--- config.mk ---
export PLATFORM = sky130hd
export DESIGN_NAME = csw_clock_switch_regs
export DESIGN_NICKNAME = d
export VERILOG_FILES = /design/src/pkg/csw_pkg.sv /design/src/pkg/csw_switch_if.sv /design/src/hw/csw_switch_seq.sv /design/src/hw/csw_clock_switch_regs.sv
export SDC_FILE = /design/constraint.sdc
export NUM_CORES = 1
export LEC_CHECK = 0
export BUFFER_PORTS_ARGS = -buffer_cell sky130_fd_sc_hd__buf_2
export CAP_MARGIN = 20
export CORE_MARGIN = 10
export CORE_UTILIZATION = 45
export DETAILED_ROUTE_END_ITERATION = 10
export PLACE_DENSITY_LB_ADDON = 0.08
export SLEW_MARGIN = 25
export SYNTH_ARGS = -nofsm -noshare
export SYNTH_HDL_FRONTEND = slang
export SYNTH_SLANG_ARGS = --single-unit
--- constraint.sdc ---
create_clock -name clk -period 3.8 [get_ports clk]
set_clock_uncertainty 0.15 [all_clocks]
set_input_delay 0.38 -clock clk [delete_from_list [all_inputs] [get_ports clk]]
set_output_delay 0.38 -clock clk [all_outputs]
set_load 0.01 [all_outputs]
--- src/pkg/csw_pkg.sv ---
// Constants, codes and reset decoding shared by the clock switch register block
package csw_pkg;

   // ==========================================================
   // Register indices (byte address = 4 * index)
   localparam logic [13:0] IDX_EVT_STATUS = 14'hed0;
   localparam logic [13:0] IDX_EVT_MASK   = 14'hed1;
   localparam logic [13:0] IDX_REQUEST    = 14'hed3;
   localparam logic [13:0] IDX_ACTIVE     = 14'hed4;
   localparam logic [13:0] IDX_SWCTRL     = 14'hed5;
   localparam logic [13:0] IDX_OSCRDY     = 14'hed6;

   // ==========================================================
   // Field positions
   localparam int SRC_MSB        = 6;
   localparam int SRC_LSB        = 4;
   localparam int DIV_MSB        = 3;
   localparam int HOLD_BIT       = 7;
   localparam int SPWR_BIT       = 6;
   localparam int EVT_SWITCH_BIT = 0;
   localparam int EVT_DONE_BIT   = 1;

   // ==========================================================
   // Source codes and divider limits
   typedef enum logic [2:0] {
      src_rsvd0     = 3'h0,
      src_rsvd1     = 3'h1,
      src_ext_mult  = 3'h2,
      src_rsvd3     = 3'h3,
      src_secondary = 3'h4,
      src_slow_int  = 3'h5,
      src_fast_int  = 3'h6,
      src_external  = 3'h7
   } csw_src_type;

   localparam logic [3:0] DIV_MAX      = 4'h9;
   localparam logic [3:0] DIV_RST_ONE  = 4'h0;
   localparam logic [3:0] DIV_RST_FOUR = 4'h2;
   localparam logic [3:0] FRQ_RST_4M   = 4'h2;
   localparam logic [3:0] FRQ_RST_64M  = 4'h8;
   localparam logic [7:0] SWCTRL_RST   = 8'h00;
   localparam logic [1:0] EVT_RST      = 2'h0;

   // Reserved source codes are refused on write
   function automatic logic csw_src_reserved(input logic [2:0] code);
      csw_src_reserved = (code == src_rsvd0) || (code == src_rsvd1) || (code == src_rsvd3);
   endfunction : csw_src_reserved

   // Reset source: reserved strap codes fall back to the fast oscillator
   function automatic logic [2:0] csw_rst_src(input logic [2:0] cfg);
      csw_rst_src = (csw_src_reserved(cfg)) ? src_fast_int : cfg;
   endfunction : csw_rst_src

   function automatic logic [3:0] csw_rst_div(input logic [2:0] cfg);
      csw_rst_div = (cfg == src_fast_int || csw_src_reserved(cfg) && cfg != src_rsvd0)
                    ? DIV_RST_FOUR : DIV_RST_ONE;
   endfunction : csw_rst_div

   function automatic logic [3:0] csw_rst_frq(input logic [2:0] cfg);
      csw_rst_frq = (cfg == src_rsvd0) ? FRQ_RST_64M : FRQ_RST_4M;
   endfunction : csw_rst_frq

endpackage : csw_pkg

--- src/pkg/csw_switch_if.sv ---
// Link between the register front end and the switch sequencer
`timescale 1ns/1ps

interface csw_switch_if;
   logic [2:0] req_src;
   logic [3:0] req_div;
   logic [2:0] rst_src;
   logic [3:0] rst_div;
   logic       hold;
   logic       target_ok;
   logic [2:0] act_src;
   logic [3:0] act_div;
   logic       target_ready;
   logic       complete;
   logic       take_switch;

   modport ctrl (
      output req_src, req_div, rst_src, rst_div, hold, target_ok,
      input  act_src, act_div, target_ready, complete, take_switch
   );
   modport seq (
      input  req_src, req_div, rst_src, rst_div, hold, target_ok,
      output act_src, act_div, target_ready, complete, take_switch
   );
endinterface : csw_switch_if

--- src/hw/csw_switch_seq.sv ---
// Switch sequencer: holds the active source and divider and decides the switch
`timescale 1ns/1ps

module csw_switch_seq
   import csw_pkg::*;
(
   input wire logic clk,
   input wire logic rst_n,
   csw_switch_if.seq sw
);

   logic [2:0] next_act_src;
   logic [3:0] next_act_div;
   logic       pending;

   // ==========================================================
   // Switch decision
   always_comb begin
      pending         = {sw.req_src, sw.req_div} != {sw.act_src, sw.act_div};
      // complete when request equals active
      sw.complete     = !pending;
      // ready only while pending
      sw.target_ready = pending && sw.target_ok;
      // switch once ready, unless held
      sw.take_switch  = sw.target_ready && !sw.hold;
      // stay on the old clock until ready
      next_act_src    = sw.take_switch ? sw.req_src : sw.act_src;
      next_act_div    = sw.take_switch ? sw.req_div : sw.act_div;
   end

   // ready flag lasts one cycle when not held
   always_ff @(posedge clk) begin
      if (!rst_n) begin
         sw.act_src <= sw.rst_src;
         sw.act_div <= sw.rst_div;
      end else begin
         sw.act_src <= next_act_src;
         sw.act_div <= next_act_div;
      end
   end
endmodule : csw_switch_seq

--- src/hw/csw_clock_switch_regs.sv ---
// Clock switch control and status registers behind a classic Wishbone slave
//
// Register access over Wishbone was decided locally.
`timescale 1ns/1ps

// ==========================================================
// Summary of operation
// Source codes 111,110,101,100,010; others reserved
// Divider code n divides by 2^n, max 9; codes above 9 are stored as written
// Reserved source write leaves source unchanged
// Permit strap low makes request read-only
// Reset loads fields from reset source strap
// Active source and divider are read-only
// After reset active equals requested
// Hold set suspends ready switch, raises event
// Hold clear switches as soon as ready
// Secondary power bit selects high power, resets 0
// Complete flag set when request equals active
// Target ready while pending and source ready
// Unheld target ready lasts one cycle only
// Status bits show each oscillator ready
// Multiplier ready needs enable, input, lock
// Old clock runs until target ready
// Event flag sets with target ready
// Switch updates active, completes, drops ready
// Unused bits read zero, ignore writes
module csw_clock_switch_regs
   import csw_pkg::*;
(
   input  wire logic        clk,
   input  wire logic        rst_n,
   input  wire logic        wb_cyc_i,
   input  wire logic        wb_stb_i,
   input  wire logic        wb_we_i,
   input  wire logic [15:0] wb_adr_i,
   input  wire logic [3:0]  wb_sel_i,
   input  wire logic [31:0] wb_dat_i,
   output logic      [31:0] wb_dat_o,
   output logic             wb_ack_o,
   input  wire logic [2:0]  reset_source_config,
   input  wire logic        switch_permit_config,
   input  wire logic        external_osc_ready,
   input  wire logic        fast_internal_osc_ready,
   input  wire logic        medium_internal_osc_ready,
   input  wire logic        slow_internal_osc_ready,
   input  wire logic        secondary_osc_ready,
   input  wire logic        converter_osc_ready,
   input  wire logic        multiplier_locked,
   input  wire logic        hold_clear_req,
   output logic      [2:0]  active_source_ind,
   output logic      [3:0]  active_divider_ind,
   output logic             secondary_osc_power_sel,
   output logic      [3:0]  fast_osc_freq_sel,
   output logic             multiplier_enable,
   output logic             switch_irq
);

   // ==========================================================
   // Declarations
   logic [2:0]  requested_source_sel;
   logic [3:0]  requested_divider_sel;
   logic        switch_hold;
   logic [1:0]  evt_status;
   logic [1:0]  evt_mask;
   logic        trdy_q;
   logic [2:0]  next_req_src;
   logic [3:0]  next_req_div;
   logic        next_hold;
   logic        next_spwr;
   logic [1:0]  next_evt;
   logic [1:0]  next_mask;
   logic        next_trdy_q;
   logic        next_ack;
   logic [31:0] next_dat;
   logic [7:0]  rd_byte;
   logic [13:0] reg_idx;
   logic        wb_hit;
   logic        wr_commit;
   logic        wr_req;
   logic        wr_ctrl;
   logic        wr_evt;
   logic        wr_mask;
   logic        multiplier_lock_ready;
   logic [1:0]  evt_set;
   logic        mapped;

   csw_switch_if sw ();

   // ==========================================================
   // Switch sequencer
   csw_switch_seq u_seq (
      .clk   (clk),
      .rst_n (rst_n),
      .sw    (sw)
   );

   // active fields come only from the sequencer
   assign active_source_ind  = sw.act_src;
   assign active_divider_ind = sw.act_div;

   // ==========================================================
   // Oscillator readiness
   always_comb begin
      // The multiplier runs while either side of a switch uses it
      multiplier_enable = (requested_source_sel == src_ext_mult) ||
                          (sw.act_src == src_ext_mult);
      // needs enable, ready input and lock
      multiplier_lock_ready = multiplier_enable && external_osc_ready && multiplier_locked;
      // ready of the requested source
      unique case (requested_source_sel)
         src_external:  sw.target_ok = external_osc_ready;
         src_fast_int:  sw.target_ok = fast_internal_osc_ready;
         src_slow_int:  sw.target_ok = slow_internal_osc_ready;
         src_secondary: sw.target_ok = secondary_osc_ready;
         src_ext_mult:  sw.target_ok = multiplier_lock_ready;
         default:       sw.target_ok = 1'b0;
      endcase
   end

   assign sw.req_src = requested_source_sel;
   assign sw.req_div = requested_divider_sel;
   assign sw.hold    = switch_hold;
   // reset values decoded from the strap
   assign sw.rst_src = csw_rst_src(reset_source_config);
   assign sw.rst_div = csw_rst_div(reset_source_config);

   // ==========================================================
   // Bus decode
   // Writes land on the edge where the master sees ack, so a
   // write and its ack are never split across two edges.
   always_comb begin
      reg_idx   = wb_adr_i[15:2];
      wb_hit    = wb_cyc_i && wb_stb_i;
      wr_commit = wb_hit && wb_we_i && wb_ack_o && wb_sel_i[0];
      // request is read-only without permit
      wr_req    = wr_commit && (reg_idx == IDX_REQUEST) && switch_permit_config;
      wr_ctrl   = wr_commit && (reg_idx == IDX_SWCTRL);
      wr_evt    = wr_commit && (reg_idx == IDX_EVT_STATUS);
      wr_mask   = wr_commit && (reg_idx == IDX_EVT_MASK);
      mapped    = (reg_idx == IDX_REQUEST) || (reg_idx == IDX_ACTIVE) ||
                  (reg_idx == IDX_SWCTRL) || (reg_idx == IDX_OSCRDY) ||
                  (reg_idx == IDX_EVT_STATUS) || (reg_idx == IDX_EVT_MASK);
   end

   // ==========================================================
   // Read mux
   always_comb begin
      // unused bits and unmapped words read zero
      rd_byte = 8'h00;
      case (reg_idx)
         IDX_REQUEST:    rd_byte = {1'b0, requested_source_sel, requested_divider_sel};
         IDX_ACTIVE:     rd_byte = {1'b0, sw.act_src, sw.act_div};
         IDX_SWCTRL:     rd_byte = {switch_hold, secondary_osc_power_sel, 1'b0,
                                    sw.complete, sw.target_ready, 3'h0};
         // live ready flags of each oscillator
         IDX_OSCRDY:     rd_byte = {external_osc_ready, fast_internal_osc_ready,
                                    medium_internal_osc_ready, slow_internal_osc_ready,
                                    secondary_osc_ready, converter_osc_ready, 1'b0,
                                    multiplier_lock_ready};
         IDX_EVT_STATUS: rd_byte = {6'h00, evt_status};
         IDX_EVT_MASK:   rd_byte = {6'h00, evt_mask};
         default:        rd_byte = 8'h00;
      endcase
   end

   // ==========================================================
   // Next values of software visible state, except the active fields held by the sequencer
   always_comb begin
      next_req_src = requested_source_sel;
      next_req_div = requested_divider_sel;
      next_hold    = switch_hold;
      next_spwr    = secondary_osc_power_sel;
      next_mask    = evt_mask;
      next_trdy_q  = sw.target_ready;
      next_ack     = wb_hit && !wb_ack_o;
      next_dat     = wb_ack_o ? 32'h0000_0000 : {24'h00_0000, rd_byte};
      if (wr_req) begin
         // a reserved source code is dropped
         if (!csw_src_reserved(wb_dat_i[SRC_MSB:SRC_LSB])) begin
            next_req_src = wb_dat_i[SRC_MSB:SRC_LSB];
         end
         // divider code stored as written
         next_req_div = wb_dat_i[DIV_MSB:0];
      end
      // software writes hold, hardware may clear it
      if (wr_ctrl) begin
         next_hold = wb_dat_i[HOLD_BIT];
         // secondary oscillator power mode
         next_spwr = wb_dat_i[SPWR_BIT];
      end else if (hold_clear_req) begin
         next_hold = 1'b0;
      end
      if (wr_mask) begin
         next_mask = wb_dat_i[1:0];
      end
      // event on the rising edge of target ready
      evt_set = '0;
      evt_set[EVT_SWITCH_BIT] = sw.target_ready && !trdy_q;
      // completion event on the switch itself
      evt_set[EVT_DONE_BIT]   = sw.take_switch;
      // Set beats a write-one clear landing in the same cycle
      next_evt = (evt_status & ~(wr_evt ? wb_dat_i[1:0] : 2'h0)) | evt_set;
   end

   // ==========================================================
   // State registers
   // request and active load the same reset values
   always_ff @(posedge clk) begin
      if (!rst_n) begin
         requested_source_sel    <= csw_rst_src(reset_source_config);
         requested_divider_sel   <= csw_rst_div(reset_source_config);
         fast_osc_freq_sel       <= csw_rst_frq(reset_source_config);
         switch_hold             <= SWCTRL_RST[HOLD_BIT];
         secondary_osc_power_sel <= SWCTRL_RST[SPWR_BIT];
         evt_status              <= EVT_RST;
         evt_mask                <= EVT_RST;
         trdy_q                  <= 1'b0;
         wb_ack_o                <= 1'b0;
         wb_dat_o                <= 32'h0000_0000;
      end else begin
         requested_source_sel    <= next_req_src;
         requested_divider_sel   <= next_req_div;
         switch_hold             <= next_hold;
         secondary_osc_power_sel <= next_spwr;
         evt_status              <= next_evt;
         evt_mask                <= next_mask;
         trdy_q                  <= next_trdy_q;
         wb_ack_o                <= next_ack;
         wb_dat_o                <= next_dat;
      end
   end

   // Level interrupt while any unmasked event is pending
   assign switch_irq = |(evt_status & evt_mask);
endmodule : csw_clock_switch_regs

; After elaboration in Yosys (flattened, before gate mapping)
; Index checks and enable logic that the tools add are counted.
; W data, S select, Z words.
[totals]
ff_bits = 58
inputBits = 69
out_inout_bits = 47
[classes]
n_eq_ne = 21
mux = 17
n_bitwise = 5
reduce_logical = 33
[ops]
columns = op, count
row1 = $eq A14 B12 Y1 const B, 6
row2 = $pmux W8 S6, 1
row3 = $mux W4, 5
row4 = $mux W3, 6
row5 = $logic_and A1 B1 Y1, 16
row6 = $eq A3 B3 Y1 const B, 5
row7 = $eq A3 B2 Y1 const B, 4
row8 = $ne A7 B7 Y1, 1
row9 = $eq A3 B1 Y1 const B, 2
row10 = $logic_not A3 Y1, 2
row11 = $logic_or A1 B1 Y1, 6
row12 = $pmux W1 S5, 1
row13 = $and A2 B2 Y2, 2
row14 = $logic_not A1 Y1, 4
row15 = $mux W2, 2
row16 = $ne A2 B1 Y1 const B, 2
row17 = $reduce_or A2 Y1, 2
row18 = $reduce_bool A3 Y1, 1
row19 = $mux W1, 2
row20 = $ne A2 B2 Y1 const B, 1
row21 = $not A2 Y2, 1
row22 = $or A2 B2 Y2, 1
row23 = $reduce_and A2 Y1, 1
row24 = $reduce_bool A2 Y1, 1
row25 = $not A1 Y1, 1

; Logic depth before layout (Yosys ltp)
[logic_depth]
depth_word = 9
depth_mapped = 5
ltp_nobuf = 4

; Modules after synthesis
; From an unflattened synthesis, not the netlist that was laid out.
[unflattened]
hier_cells = 194
area_unflattened_um2 = 1983.2
[modules_own_cells]
columns = module, instances, cells_each, area_each_um2, seq_area_each_um2
row1 = csw_clock_switch_regs, 1, 163, 1552.7, 590.6
row2 = csw_switch_seq, 1, 31, 430.4, 210.2

; Worst setup path after synthesis
; OpenSTA, ideal clock, no wires.
[synth_path]
path_type = input-to-reg
from = input port wb_adr_i[10]
to = register requested_source_sel[0], enable pin
setup_time_ns = 0.344
arrival_time_ns = 1.514
required_ns = 3.306
slack_ns = 1.792
path_stages = 4
n_path_buf = 0
cell_sequence = nand4b_4 > nor4_1 > nand3_1 > o21ai_0
[synth_via]
elab_chain_cells = 5
[synth_lines]
columns = item, line
row1 = "start, declared", csw_clock_switch_regs.sv:35  ; input wire logic [15:0] wb_adr_i,
row2 = $eq A14 B12 Y1, csw_clock_switch_regs.sv:136  ; wr_req = wr_commit && (reg_idx == IDX_REQUEST) && switch_permit_config;
row3 = $logic_and A1 B1 Y1 (2 in series), csw_clock_switch_regs.sv:136
row4 = $ne A2 B1 Y1 (no line), --
row5 = $reduce_and A2 Y1 (no line), --
row6 = "end signal, assigned", csw_clock_switch_regs.sv:210  ; requested_source_sel <= csw_rst_src(reset_source_config);
row7 = "end signal, assigned", csw_clock_switch_regs.sv:221  ; requested_source_sel <= next_req_src;
row8 = "end, declared", csw_clock_switch_regs.sv:60  ; logic [2:0] requested_source_sel;
; Every way passes these cells.
; A chain may end at the register's enable or synchronous reset.

; Final worst setup path
[layout_path]
from = register requested_source_sel[2]
to = register u_seq.sw.act_src[2], enable pin
[layout_via]
elab_chain_cells = 8
[layout_lines]
columns = item, line
row1 = $eq A3 B2 Y1, "csw_clock_switch_regs.sv:105, csw_clock_switch_regs.sv:110"
row2 = $logic_or A1 B1 Y1, csw_clock_switch_regs.sv:105  ; multiplier_enable = (requested_source_sel == src_ext_mult) ||
row3 = $logic_and A1 B1 Y1 (2 in series), csw_clock_switch_regs.sv:108  ; multiplier_lock_ready = multiplier_enable && external_osc_ready && multiplier_locked;
row4 = $pmux W1 S5, csw_clock_switch_regs.sv:110  ; unique case (requested_source_sel)
row5 = $logic_and A1 B1 Y1 *, csw_switch_seq.sv:23  ; sw.target_ready = pending && sw.target_ok;
row6 = $logic_and A1 B1 Y1 *, csw_switch_seq.sv:25  ; sw.take_switch = sw.target_ready && !sw.hold;
row7 = $ne A2 B1 Y1 (no line) *, --
row8 = "end signal, assigned", csw_switch_seq.sv:34  ; sw.act_src <= sw.rst_src;
row9 = "end signal, assigned", csw_switch_seq.sv:37  ; sw.act_src <= next_act_src;
row10 = "end, declared", csw_switch_if.sv:23  ; output act_src, act_div, target_ready, complete, take_switch
; Every way passes the cells marked *; elsewhere a longest branch is shown, timed or not.

==> impl_results.html <==
<table>
<tr><th>Metric</th><th>Value</th></tr>
<tr><th colspan="2">Outcome</th></tr>
<tr><td>Result of the run</td><td>finished, final reports clean</td></tr>
<tr><th colspan="2">Critical path</th></tr>
<tr><td>Critical path required time</td><td>3610 ps</td></tr>
<tr><td>Sort of element at the end of the critical path</td><td>flip-flop</td></tr>
<tr><td>Ordered list of cells on the worst path</td><td>nand3b_1, a21oi_1, a2bb2oi_1, a21o_1</td></tr>
<tr><td>Arr. time, crit path</td><td>approximately 2100 ps</td></tr>
<tr><td>Worst-path maximum fanout</td><td>7</td></tr>
<tr><td>CP Launch Type</td><td>flip-flop</td></tr>
<tr><td>Crit Path Class</td><td>reg -&gt; reg</td></tr>
<tr><td>Critical Path Slowest Stage Cell</td><td>sky130_fd_sc_hd__a2bb2oi_1</td></tr>
<tr><td>Slowest cell delay on critical path</td><td>approximately 530 ps</td></tr>
<tr><th colspan="2">Die</th></tr>
<tr><td>Core Footprint</td><td>0.00432 mm²</td></tr>
<tr><td>Site Rows</td><td>24</td></tr>
<tr><td>Area of the die</td><td>0.00753 mm²</td></tr>
<tr><td>Starting density of the core</td><td>0.464</td></tr>
<tr><td>Die Ht</td><td>86.8 µm</td></tr>
<tr><td>Top Ports</td><td>116</td></tr>
<tr><td>Horizontal die dimension</td><td>about 87 µm</td></tr>
<tr><th colspan="2">Logic synthesis</th></tr>
<tr><td>Number of distinct standard cells referenced by the synthesized netlist</td><td>50</td></tr>
<tr><td>Number of synthesized register bits</td><td>32</td></tr>
<tr><td>Main area contributors after synthesis</td><td>sky130_fd_sc_hd__edfxtp_1 24%, sky130_fd_sc_hd__dfxtp_1 16%, sky130_fd_sc_hd__buf_4 9.7%</td></tr>
<tr><td>Total of warnings raised by yosys</td><td>0</td></tr>
<tr><td>Number of flops mapped to enable cells by yosys</td><td>16</td></tr>
<tr><td>Area share of the largest cell type after synthesis</td><td>0.239</td></tr>
<tr><td>Avg Cell Area, Syn</td><td>9.47 µm²</td></tr>
<tr><td>Leading area contributor after synthesis</td><td>sky130_fd_sc_hd__edfxtp_1</td></tr>
<tr><td>Dominant synthesized flop cell</td><td>sky130_fd_sc_hd__edfxtp_1</td></tr>
<tr><td>Cell area after technology mapping</td><td>0.00201 mm²</td></tr>
<tr><td>Proportion of synthesized flip-flops having asynchronous set or reset</td><td>0</td></tr>
<tr><td>Fraction of the yosys area taken by sequential cells</td><td>0.399</td></tr>
<tr><td>Cells after Synth</td><td>approximately 210</td></tr>
<tr><th colspan="2">Cells and area</th></tr>
<tr><td>Total inserted antenna cells</td><td>0</td></tr>
<tr><td>Area used by sequential logic in the layout</td><td>about 800 µm²</td></tr>
<tr><td>Final core utilization</td><td>0.543</td></tr>
<tr><td>Proportion of layout cells with a drive suffix above 1</td><td>0.279</td></tr>
<tr><td>Count of nets after finishing</td><td>340</td></tr>
<tr><td>Area of the multi-input gates</td><td>0.00103 mm²</td></tr>
<tr><td>Area grow syn2layout</td><td>16.9%</td></tr>
<tr><td>Fill count</td><td>roughly 430</td></tr>
<tr><th colspan="2">Power</th></tr>
<tr><td>Static Leakage</td><td>1.02 nW</td></tr>
<tr><td>Combinational Power Share</td><td>0.155</td></tr>
<tr><td>Maximum ir drop on the vdd rail</td><td>0.278 mV</td></tr>
<tr><td>Internal Pwr Total</td><td>637 µW</td></tr>
<tr><td>Design Power</td><td>868 µW</td></tr>
<tr><td>Net switching share of the total power</td><td>0.266</td></tr>
<tr><td>Proportion of power drawn by flip-flops and latches</td><td>0.472</td></tr>
<tr><td>Power Dens Cells</td><td>370 mW/mm²</td></tr>
<tr><td>Switch Pwr</td><td>231 µW</td></tr>
<tr><td>Clock network power share</td><td>0.373</td></tr>
<tr><th colspan="2">GRT</th></tr>
<tr><td>Overall global routing resource usage</td><td>0.140</td></tr>
<tr><td>First-pass GRT wire length</td><td>around 8500 µm</td></tr>
<tr><td>GR Overflow Total</td><td>0</td></tr>
<tr><td>Initial antenna violation count</td><td>0</td></tr>
<tr><td>Vias in the first global route</td><td>roughly 1600</td></tr>
<tr><td>Largest net degree at the start of global routing</td><td>25</td></tr>
<tr><th colspan="2">STA</th></tr>
<tr><td>Unrepaired setup endpoints after global routing</td><td>no</td></tr>
<tr><td>Final hold viol count</td><td>0</td></tr>
<tr><td>Hold slack final</td><td>roughly 180 ps</td></tr>
<tr><td>Final setup TNS</td><td>0 ps</td></tr>
<tr><td>Slew Limit Fails</td><td>0</td></tr>
<tr><td>Fin crit share</td><td>0.610</td></tr>
<tr><td>Min cycle time layout</td><td>2320 ps</td></tr>
<tr><td>Max Clock Freq</td><td>432 MHz</td></tr>
<tr><td>Number of endpoints failing setup at the final stage</td><td>0</td></tr>
<tr><td>Worst Max-Slew Pin Slew</td><td>640 ps</td></tr>
<tr><td>Max-slew headroom</td><td>0.569</td></tr>
<tr><th colspan="2">Clocking</th></tr>
<tr><td>Number of hold buffers added after cts</td><td>0</td></tr>
<tr><td>Number of buffers inserted by post-CTS setup repair</td><td>0</td></tr>
<tr><td>TritonCTS Buffers</td><td>5</td></tr>
<tr><td>Source-to-sink clock delay at the later pin of the worst-skew pair</td><td>290 ps</td></tr>
<tr><td>Clock tree from TritonCTS</td><td>yes</td></tr>
<tr><td>Resize count post-CTS</td><td>0</td></tr>
<tr><td>Clk slew on worst S/H paths</td><td>70 ps</td></tr>
<tr><td>H-tree levels</td><td>2</td></tr>
<tr><td>Clock buffer depth</td><td>2</td></tr>
<tr><td>Clock Sinks</td><td>32</td></tr>
<tr><td>Buffer type at the clock tree root</td><td>sky130_fd_sc_hd__clkbuf_8</td></tr>
<tr><th colspan="2">Job</th></tr>
<tr><td>Number of max-cap violations</td><td>0</td></tr>
<tr><th colspan="2">Route</th></tr>
<tr><td>Detailed-router iteration count before antenna repair</td><td>4</td></tr>
<tr><td>Total via count in the routed design</td><td>1708</td></tr>
<tr><td>Routed len/inst</td><td>17.1 µm</td></tr>
<tr><td>Average via count per standard cell</td><td>around 5.3</td></tr>
<tr><td>Number of nets still failing antenna checks after routing</td><td>0</td></tr>
<tr><td>Violation count after the first detailed-route iteration</td><td>between 100 and 150</td></tr>
<tr><td>Aggregate routed wire length</td><td>5530 µm</td></tr>
<tr><td>DRC viols</td><td>0</td></tr>
<tr><th colspan="2">Placed design</th></tr>
<tr><td>Total of buffers placed on input and output ports</td><td>60</td></tr>
<tr><td>Detailed-placement wirelength estimate</td><td>4420 µm</td></tr>
<tr><td>Weighted congestion at the end of routability-driven global placement</td><td>~0.87</td></tr>
<tr><th colspan="2">Min path</th></tr>
<tr><td>Tightest Hold Check Type</td><td>in -&gt; reg</td></tr>
</table>
-- sequential cells by signal, summed over array words and instances, names as in the netlist, 2 cells and up --
| name | flops |
|---|---|
| u_seq.sw.act_div | 4 |
| evt_status | 2 |
| requested_source_sel | 3 |
| fast_osc_freq_sel | 2 |
| wb_dat_o | 8 |
| evt_mask | 2 |
| requested_divider_sel | 4 |
| u_seq.sw.act_src | 3 |
-- per-layer routing --
metal / vias up / global-route usage / part of all wire
met4: 0 / 0.0515 / 0.0081
met2: 78 / 0.209 / 0.48
li1: 851 / - / -
met1: 774 / 0.181 / 0.43
met5: - / 0 / 0
met3: 5 / 0.0497 / 0.082
-- power groups by stage --
stage | registers (mW) | logic, mW | clock network [mW]
6_report | 0.410 | 0.135 | 0.324
4_1_cts | 0.410 | 0.134 | 0.328
3_5_place_dp | 0.417 | 0.133 | 0
5_1_grt | 0.413 | 0.149 | 0.339
2_1_floorplan | 0.415 | 0.0979 | 0
3_3_place_gp | 0.417 | 0.133 | 0
-- through the flow --
stage | worst slack (ps) | area (µm²) | instances
final | 1480 | 2350 | 324
after global routing | 1420 | 2350 | 324
after CTS | 1520 | 2350 | 324
after detailed placement | 1370 | 2240 | 316
after global placement | 1330 | 2240 | 316
after floorplan | 1790 | 2100 | 237
-- final cells by class --
type	count	share of cell area
multi-input cells	161	0.438
well taps	52	0.0277
clock buffers	6	0.0309
repair buffers	61	0.131
flip-flops and latches	32	0.341
clock inverters	2	0.0149
inverters	10	0.0160
-- critical path, delay by kind of cell (launching register included) --
| family | cells | cell delay [ps] |
|---|---|---|
| compound gates | 3 | 1130 |
| simple gates | 1 | 200 |
| flops | 1 | 500 |
-- cell usage after synthesis, types with 7 or more instances --
| library cell | number |
|---|---|
| sky130_fd_sc_hd__edfxtp_1 | 16 |
| sky130_fd_sc_hd__buf_4 | 26 |
| sky130_fd_sc_hd__and2_1 | 7 |
| sky130_fd_sc_hd__xor2_1 | 7 |
| sky130_fd_sc_hd__nand2_1 | 9 |
| sky130_fd_sc_hd__dfxtp_1 | 16 |
| sky130_fd_sc_hd__inv_1 | 9 |
| sky130_fd_sc_hd__nand3_1 | 7 |
| sky130_fd_sc_hd__nand4_1 | 7 |
| sky130_fd_sc_hd__a21oi_1 | 15 |
| sky130_fd_sc_hd__nor2_1 | 12 |
-- final timing paths --
path	start	to	slack, ps	depth (start not counted)
setup / recovery	requested_source_sel[2]	u_seq.sw.act_src[2]	1480	4
hold / removal	medium_internal_osc_ready	wb_dat_o[5]	180	3
setup reg to reg	requested_source_sel[2]	u_seq.sw.act_src[2]	1480	4
hold reg to reg	evt_mask[0]	evt_mask[0]	350	2
-- cells in the final DEF (no fill, tap or decap), types with 2 or more instances in the layout --
cell type                   synthesis  layout
sky130_fd_sc_hd__a211o_1            3       3
sky130_fd_sc_hd__a21o_1             2       2
sky130_fd_sc_hd__a21oi_1           15      15
sky130_fd_sc_hd__a22oi_1            3       3
sky130_fd_sc_hd__a2bb2oi_1          3       3
sky130_fd_sc_hd__a31oi_1            3       3
sky130_fd_sc_hd__a32o_1             2       2
sky130_fd_sc_hd__and2_1             7       7
sky130_fd_sc_hd__and3_1             2       2
sky130_fd_sc_hd__and4b_1            4       4
sky130_fd_sc_hd__buf_2              2      60
sky130_fd_sc_hd__clkbuf_8           0       5
sky130_fd_sc_hd__conb_1             1      26
sky130_fd_sc_hd__dfxtp_1           16      16
sky130_fd_sc_hd__edfxtp_1          16      16
sky130_fd_sc_hd__inv_1              9       9
sky130_fd_sc_hd__mux2_2             2       2
sky130_fd_sc_hd__mux2i_1            2       2
sky130_fd_sc_hd__nand2_1            9       9
sky130_fd_sc_hd__nand2b_1           3       3
sky130_fd_sc_hd__nand3_1            7       7
sky130_fd_sc_hd__nand3b_1           2       2
sky130_fd_sc_hd__nand4_1            7       7
sky130_fd_sc_hd__nand4b_4           2       2
sky130_fd_sc_hd__nand4bb_1          3       3
sky130_fd_sc_hd__nor2_1            12      12
sky130_fd_sc_hd__nor3_1             4       4
sky130_fd_sc_hd__nor3b_1            2       2
sky130_fd_sc_hd__nor4_1             5       5
sky130_fd_sc_hd__o21ai_0            5       5
sky130_fd_sc_hd__o31ai_1            2       2
sky130_fd_sc_hd__or3_1              3       3
sky130_fd_sc_hd__xor2_1             7       7
-- kinds of logic (layout without fill, tap and decap cells) --
| family | Yosys count | in the layout | synth area share |
|---|---|---|---|
| compound gates | 43 | 43 | 0.143 |
| xor+xnor | 8 | 8 | 0.0349 |
| buf+inv | 44 | 79 | 0.136 |
| flops | 32 | 32 | 0.399 |
| mux | 4 | 4 | 0.0212 |
| other cells | 1 | 26 | 0.00187 |
| simple gates | 80 | 80 | 0.264 |
Note: power is estimated with default switching activity, not from simulation.
